**config.mk**
```make
export PLATFORM = sky130hd
export DESIGN_NAME = dts_host_flat
export DESIGN_NICKNAME = d
export VERILOG_FILES = /design/src/common/dts_pkg.sv /design/src/common/dts_if.sv /design/src/rtl/dts_host.sv /design/src/flat_wrapper.sv
export SDC_FILE = /design/constraint.sdc
export NUM_CORES = 1
export LEC_CHECK = 0
export ABC_AREA = 1
export BUFFER_PORTS_ARGS = -buffer_cell sky130_fd_sc_hd__buf_4
export CORE_ASPECT_RATIO = 0.9
export CORE_UTILIZATION = 55
export CTS_BUF_LIST = sky130_fd_sc_hd__clkbuf_8
export CTS_CLUSTER_SIZE = 30
export DETAILED_ROUTE_END_ITERATION = 8
export PLACE_DENSITY = 0.78
export SLEW_MARGIN = 20
export SYNTH_ARGS = -nofsm -noshare
export SYNTH_HDL_FRONTEND = slang
export SYNTH_SLANG_ARGS = --single-unit
```
**constraint.sdc**
```tcl
create_clock -name clk_sys -period 1.54 [get_ports clk_sys]
set_input_delay 0.462 -clock clk_sys [delete_from_list [all_inputs] [get_ports clk_sys]]
set_output_delay 0.462 -clock clk_sys [all_outputs]
set_load 0.02 [all_outputs]
```
**src/common/dts_pkg.sv**
```systemverilog
package dts_pkg;
	// Select byte layout, most significant bit first on the wire
	localparam int          SEL_TYPE_HI   = 7;
	localparam int          SEL_TYPE_LO   = 4;
	localparam int          SEL_AREA_BIT  = 3;
	localparam int          SEL_ONE_HI    = 2;
	localparam int          SEL_ONE_LO    = 1;
	localparam int          SEL_RW_BIT    = 0;
	localparam logic [1:0]  SEL_ONES      = 2'h3;
	// Device type identifier; value is arbitrary
	localparam logic [3:0]  DEV_TYPE_ID   = 4'h5;
	localparam int          ADDR_W        = 16;
	localparam logic [3:0]  BIT_LAST      = 4'h7;
	// Host register map (byte addresses)
	localparam logic [3:0]  HREG_CTRL     = 4'h0;
	localparam logic [3:0]  HREG_ADDR     = 4'h4;
	localparam logic [3:0]  HREG_STATUS   = 4'h8;
	localparam logic [3:0]  HREG_IRQ_STAT = 4'hC;
	localparam logic [3:0]  HREG_IRQ_CLR  = 4'hD;
	localparam logic [3:0]  HREG_IRQ_EN   = 4'hE;
	localparam logic [3:0]  HREG_RDATA    = 4'hF;
	// Control register fields
	localparam int          CTRL_GO       = 0;
	localparam int          CTRL_RW       = 1;
	localparam int          CTRL_AREA     = 2;
	// Interrupt bits: done, no acknowledge
	localparam int          IRQ_DONE      = 0;
	localparam int          IRQ_NACK      = 1;
	localparam int          IRQ_W         = 2;
	// Serial clock step less one, in system clocks; clock low for one step, high for two
	localparam logic [7:0]  HALF_PERIOD   = 8'h32;
	localparam logic [15:0] RST_VAL16     = 16'h0000;
endpackage

```
**src/common/dts_if.sv**
```systemverilog
`timescale 1ns/10ps
interface dts_if;
	logic sclOut;         // Serial clock from master
	logic sdaHostOut;     // Host data driven low when enable low
	logic sdaHostOen;
	logic sdaDevOut;
	logic sdaDevOen;
	logic sdaLine;        // Resolved wired-AND level, set by bench
	modport dev  (input sclOut, input sdaLine, output sdaDevOut, output sdaDevOen);
	modport host (output sclOut, input sdaLine, output sdaHostOut, output sdaHostOen);
endinterface

```
**src/rtl/dts_host.sv**
```systemverilog
`timescale 1ns/10ps
module dts_host
	import dts_pkg::*;
(
	input  wire logic       clk_sys,
	input  wire logic       rst_n,
	dts_if.host             bus,
	input  wire logic [3:0] regAddr,
	input  wire logic [15:0] regWdata,
	input  wire logic       regWr,
	input  wire logic       regRd,
	output logic [15:0]     regRdata,
	output logic            irq
);
	typedef enum logic [2:0] {H_IDLE, H_START, H_BYTE, H_ACK, H_STOP} dts_hst_t;
	typedef struct packed {
		dts_hst_t   st;
		logic [7:0] div;
		logic [1:0] ph;
		logic [3:0] bitCnt;
		logic [1:0] byteIdx;
		logic [7:0] shift;
		logic       scl;
		logic       sdaLow;
		logic       rw;
		logic       rdPhase;
		logic       area;
		logic [15:0] addr;
		logic [7:0] rdata;
		logic       busy;
		logic       nack;
		logic [IRQ_W-1:0] irqStat;
		logic [IRQ_W-1:0] irqEn;
		logic [15:0] rd;
	} dts_host_state_t;
	dts_host_state_t s_reg;
	dts_host_state_t s_next;
	logic tick;
	logic [IRQ_W-1:0] evt;
	always_comb begin
		s_next   = s_reg;
		evt      = '0;
		tick     = (s_reg.div == HALF_PERIOD);
		s_next.div = tick ? 8'h00 : s_reg.div + 8'h01;
		if (regWr) begin
			case (regAddr)
				HREG_CTRL: if (regWdata[CTRL_GO] && !s_reg.busy) begin
					s_next.busy  = 1'b1;
					s_next.rw    = regWdata[CTRL_RW];
					s_next.area  = regWdata[CTRL_AREA];
					s_next.st    = H_START;
					s_next.ph    = 2'h0;
					s_next.nack  = 1'b0;
					s_next.rdPhase = 1'b0;
				end
				HREG_ADDR:    s_next.addr  = regWdata;
				HREG_IRQ_EN:  s_next.irqEn = regWdata[IRQ_W-1:0];
				default: ;
			endcase
		end
		// Byte sequence: select, address high, address low, then on reads a repeated start, select and read byte
		if (tick) begin
			case (s_reg.st)
				H_START: begin
					s_next.ph = s_reg.ph + 2'h1;
					if (!s_reg.rdPhase || s_reg.ph == 2'h2) begin
						s_next.sdaLow  = 1'b1;
						s_next.st      = H_BYTE;
						s_next.ph      = 2'h0;
						s_next.bitCnt  = 4'h0;
						s_next.byteIdx = s_reg.rdPhase ? 2'h2 : 2'h0;
						s_next.shift   = {DEV_TYPE_ID, s_reg.area, SEL_ONES, s_reg.rdPhase};
					end else if (s_reg.ph == 2'h0) begin
						// Restart: release data with the clock low, then raise the clock
						s_next.scl    = 1'b0;
						s_next.sdaLow = 1'b0;
					end else begin
						s_next.scl = 1'b1;
					end
				end
				H_BYTE: begin
					s_next.ph = s_reg.ph + 2'h1;
					if (s_reg.ph == 2'h0) begin
						// Data moves only while the clock is low
						s_next.scl    = 1'b0;
						s_next.sdaLow = (s_reg.byteIdx == 2'h3) ? 1'b0 : ~s_reg.shift[7];
					end else if (s_reg.ph == 2'h1) begin
						s_next.scl    = 1'b1;
					end else begin
						s_next.ph     = 2'h0;
						s_next.shift  = {s_reg.shift[6:0], bus.sdaLine};
						s_next.bitCnt = s_reg.bitCnt + 4'h1;
						if (s_reg.bitCnt == BIT_LAST)
							s_next.st = H_ACK;
					end
				end
				H_ACK: begin
					s_next.ph = s_reg.ph + 2'h1;
					if (s_reg.ph == 2'h0) begin
						s_next.scl    = 1'b0;
						s_next.sdaLow = 1'b0;
					end else if (s_reg.ph == 2'h1) begin
						s_next.scl    = 1'b1; // Read ends with a not-acknowledge
					end else begin
						s_next.ph     = 2'h0;
						s_next.bitCnt = 4'h0;
						if (s_reg.byteIdx != 2'h3 && bus.sdaLine) begin
							s_next.nack = 1'b1;
							s_next.st   = H_STOP;
						end else if (s_reg.byteIdx == 2'h3 || (s_reg.byteIdx == 2'h2 && !s_reg.rw)) begin
							if (s_reg.byteIdx == 2'h3)
								s_next.rdata = s_reg.shift;
							s_next.st = H_STOP;
						end else if (s_reg.byteIdx == 2'h2 && !s_reg.rdPhase) begin
							s_next.st      = H_START; // Repeated start for the read
							s_next.rdPhase = 1'b1;
						end else if (s_reg.byteIdx == 2'h2) begin
							s_next.byteIdx = 2'h3;
							s_next.st      = H_BYTE;
						end else begin
							s_next.byteIdx = s_reg.byteIdx + 2'h1;
							s_next.shift   = (s_reg.byteIdx == 2'h0) ? s_reg.addr[15:8] : s_reg.addr[7:0];
							s_next.st      = H_BYTE;
						end
					end
				end
				H_STOP: begin
					s_next.ph = s_reg.ph + 2'h1;
					if (s_reg.ph == 2'h0) begin
						s_next.scl = 1'b0;
						s_next.sdaLow = 1'b1;
					end else if (s_reg.ph == 2'h1) begin
						s_next.scl = 1'b1;
					end else begin
						s_next.sdaLow = 1'b0;
						s_next.st     = H_IDLE;
						s_next.busy   = 1'b0;
						s_next.ph     = 2'h0;
						evt[IRQ_DONE] = 1'b1;
						evt[IRQ_NACK] = s_reg.nack;
					end
				end
				default: ;
			endcase
		end
		// Set wins over clear
		s_next.irqStat = (s_reg.irqStat & ~((regWr && regAddr == HREG_IRQ_CLR) ?
			regWdata[IRQ_W-1:0] : {IRQ_W{1'b0}})) | evt;
		s_next.rd = 16'h0000;
		if (regRd) begin
			case (regAddr)
				HREG_ADDR:     s_next.rd = s_reg.addr;
				HREG_STATUS:   s_next.rd = {13'h0000, s_reg.nack, s_reg.area, s_reg.busy};
				HREG_IRQ_STAT: s_next.rd = {14'h0000, s_reg.irqStat};
				HREG_IRQ_EN:   s_next.rd = {14'h0000, s_reg.irqEn};
				HREG_RDATA:    s_next.rd = {8'h00, s_reg.rdata};
				default:       s_next.rd = 16'h0000;
			endcase
		end
	end
	always_ff @(posedge clk_sys or negedge rst_n) begin
		if (!rst_n) begin
			s_reg     <= '0;
			s_reg.st  <= H_IDLE;
			s_reg.scl <= 1'b1;
		end else begin
			s_reg <= s_next;
		end
	end
	always_comb begin
		bus.sclOut     = s_reg.scl;
		bus.sdaHostOut = 1'b0;
		bus.sdaHostOen = ~s_reg.sdaLow;
		regRdata       = s_reg.rd;
		irq            = |(s_reg.irqStat & s_reg.irqEn);
	end
endmodule

```
**src/flat_wrapper.sv**
```systemverilog
// flat-port wrapper written by rule: the top's interface ports become plain ports
module dts_host_flat import dts_pkg::*;
  (clk_sys, rst_n, regAddr, regWdata, regWr, regRd, regRdata, irq, bus_sclOut, bus_sdaLine, bus_sdaHostOut, bus_sdaHostOen);
  dts_if bus_i ();
  input  wire logic clk_sys;
  input  wire logic rst_n;
  input  wire logic [3:0] regAddr;
  input  wire logic [15:0] regWdata;
  input  wire logic regWr;
  input  wire logic regRd;
  output logic [15:0] regRdata;
  output logic irq;
  output wire logic [$bits(bus_i.sclOut)-1:0] bus_sclOut;
  input wire logic [$bits(bus_i.sdaLine)-1:0] bus_sdaLine;
  output wire logic [$bits(bus_i.sdaHostOut)-1:0] bus_sdaHostOut;
  output wire logic [$bits(bus_i.sdaHostOen)-1:0] bus_sdaHostOen;
  assign bus_sclOut = bus_i.sclOut;
  assign bus_i.sdaLine = bus_sdaLine;
  assign bus_sdaHostOut = bus_i.sdaHostOut;
  assign bus_sdaHostOen = bus_i.sdaHostOen;
  dts_host u_core (.clk_sys(clk_sys), .rst_n(rst_n), .bus(bus_i), .regAddr(regAddr), .regWdata(regWdata), .regWr(regWr), .regRd(regRd), .regRdata(regRdata), .irq(irq));
endmodule
```
==> impl_metrics.yaml <==
power_and_ir_drop:
  p_seq_frac: 0.487
  pwr-share-comb: 0.209
  intPower_w: 0.00324
  p_per_area_mw_per_mm2: 869
  switching_share: 0.322
  power_frac_clock: 0.303
  p_leak_nw: 2.76
  switching_power_w: 0.00154
  ir_worst_vdd_uv: 656
global_routing:
  grt_start_max_net_pins: 79
  grtUsageTotal: 0.265
  grt_pass1_wl_mm: 16.2
  grt_pass1_vias: 3549
  antenna_found_initial: 0
  grt-ovfl-total: 0
die:
  dieArea_mm2: 0.00794
  initial_core_util: 0.581
  die_x_um: 93.8
  core_area_mm2: 0.00718
  rows: 29
  io_pins: 45
  die_h_um: 84.6
route:
  avgRoutedWirePerCell_um: 16.5
  drt_first_pass_iters: 7
  final_antenna_net_count: 0
  viasPerCell: 5.68
  drt_iter0_markers: 522
  drc: 0
  drt-total-wl_mm: 11.7
  vias: 4007
sta:
  fin_crit_sh: 1.09
  grt_setup_unrepaired: "yes"
  layout_min_cycle_time_ns: 1.68
  slew_violations: 0
  timing.fmax_ghz: 0.596
  hold_viol: 0
  finalSetupViolCount: 25
  fin_ws_ns: -0.139
  finalClockSkew_ns: 0.0103
layout:
  final_nets: 644
  final_layout_size_suffix_gt1_frac: 0.349
  area_delta_synth_final_pct: 31.8
  fillers: 469
  multi_input_area_mm2: 0.00206
  fin_util: 0.765
  largest_reg_flops: 61
  antenna_cells: 0
  stdcell_count: 706
  regArea_mm2: 0.00196
worst_setup_path:
  r2r_slack_ns: -0.14
  cp_max_fo: 8
  end_kind: "flop"
  crit_start: "u_core.s_reg[66]"
  worstPathRequired_ns: 1.84
  crit_type: "reg -> reg"
  r2r_start: "u_core.s_reg[66]"
  r2r_cells: 11
  startpoint_type: "flop"
  reg2reg_to: "u_core.s_reg[53]"
  crit_end: "u_core.s_reg[53]"
  cp.arrival_ns: 1.97
cts:
  cts.sinks: 78
  cts_tree: "done"
  clkLatencyLatePin_ns: 0.36
  hold_buffers: 0
  clock_path_buffers: 2
  clk_pin_slew_ns: 0.09
  cts_buffers: 9
  cts_max_level: 3
  root_buffer: "clkbuf_8"
placed_design:
  dp.cells: 666
  port_buffers: 43
  dp_hpwl_mm: 7.24
  pre_cts_ws_ns: -0.164
  place_congestion: 0.967
synth:
  ys_ff_latch: 78
  synth_warnings: 0
  seq_area_frac_synth: 0.468
  synth_cells: 517
  synth_flop_cell: "dfrtp_1"
  async_flop_share: 1.00
  netlist_area_mm2: 0.00417
  postSynthAreaPerCell_um2: 8.07
  syn-num-nets: 553
  synth_cell_types: 38
  synth-edff-count: 0
run:
  max_cap_violations: 0
status:
  outcome: "complete, but fails checks"
  violations: "negative setup slack"
min_path:
  hold_path.class: "in -> async"
## final cells by class
type                    count  area share
clock buffers               9      0.0225
clock inverters             7      0.0105
inverters                  72      0.0524
multi-input cells         345       0.374
flip-flops and latches     78       0.356
well taps                  93      0.0212
repair buffers            101       0.162
repair inverters            1     0.00137
## how the worst min path moves through the flow
stage | startpoint | endpoint | slack, ns | depth (start not counted)
finish | rst_n | u_core.s_reg[49] | 0.09 | 2
global route | rst_n | u_core.s_reg[49] | 0.13 | 2
CTS | rst_n | u_core.s_reg[49] | 0.13 | 2
detailed placement | u_core.s_reg[57] | u_core.s_reg[57] | 0.46 | 2
global placement | u_core.s_reg[56] | u_core.s_reg[56] | 0.46 | 2
floorplan | rst_n | u_core.regRdata[0] | 0.17 | 0
## synthesized netlist by cell type (all sizes together) (2+ instances only)
cell    count  share of area
nand3      35          0.047
ha         11          0.033
nor2       62          0.075
buf        23          0.041
a21oi      30          0.036
o211ai      8          0.016
nand2     130           0.12
inv        70          0.064
dfrtp      77           0.46
xor2        2         0.0042
clkinv      2         0.0018
nor3        2         0.0024
a31oi       2         0.0030
o21ai      49          0.067
nand4       5         0.0075
## stage by stage
stage | TNS, ns | instance area (um^2) | hold slack (ns) | power (W)
after global placement | -1.03 | 4790 | 0.455 | 0.00306
after CTS | -0.523 | 5110 | 0.130 | 0.00457
after floorplan | 0 | 4180 | 0.166 | 0.00274
after global routing | -3.32 | 5500 | 0.134 | 0.00496
final | -1.88 | 5500 | 0.0891 | 0.00477
after detailed placement | -1.89 | 4790 | 0.459 | 0.00309
## metal layers
metal	global-route usage	vias up	routed length (um)
met2	0.431	240	5670
met1	0.356	1900	4670
met3	0.0580	39	978
met5	0	-	0
met4	0.0797	0	340
li1	-	1828	-
## cell usage in the layout, fill, tap and decap left out, types with 3 or more instances in the layout
cell type     n
buf_4        86
inv_4         7
buf_6         7
nand4_1       5
nand2_4       5
o21ai_0      19
inv_1        55
dfrtp_1      73
o211ai_1      7
ha_1          5
clkbuf_8      9
nor2_4        7
nand3_2       8
buf_12        7
nand2_2      18
nand3_1      24
dfrtp_2       4
o21ai_1      17
nor2_1       45
inv_2         8
nor2_8        3
nand2_1     107
o21ai_2      12
nand3_4       4
a21oi_1      28
ha_4          5
clkinvlp_4    3
nor2_2        8
## critical path, cell delays in order, from the launching register on
cell and delay [ns]:
dfrtp_1 0.42, buf_6 0.14, ha_4 0.16, inv_4 0.07
nand2_4 0.06, nor2_4 0.21, nor2_4 0.06, nand2_4 0.11
inv_4 0.07, nand2_4 0.14, nand2_1 0.10, nand2_1 0.07
## power groups by stage
stage | logic [W] | registers [W] | clock network [W]
global placement | 0.000716 | 0.00234 | 0
floorplan | 0.000427 | 0.00231 | 0
detailed placement | 0.000739 | 0.00235 | 0
finish | 0.000999 | 0.00233 | 0.00145
global route | 0.00108 | 0.00234 | 0.00154
CTS | 0.000803 | 0.00231 | 0.00145
## repair_timing
action	4_1_cts	5_1_grt
setup buffers	8	12
setup endpoints to repair	28	31
pin swaps	8	32
gates cloned	1	3
resized for setup	26	67
## logic make-up (layout without fill, tap and decap cells)
family                   after synthesis  after routing  share of synthesized area
AND/OR/NAND/NOR                      234            236                      0.253
buffers and inverters                 96            190                      0.107
AO/OA/AOI/OAI                         94             94                      0.131
flip-flops                            78             78                      0.468
adder cells (fa/ha/maj)               11             11                     0.0330
XOR/XNOR                               3              3                    0.00630
other                                  1              1                   0.000899
Note: power is estimated with default switching activity, not from simulation.
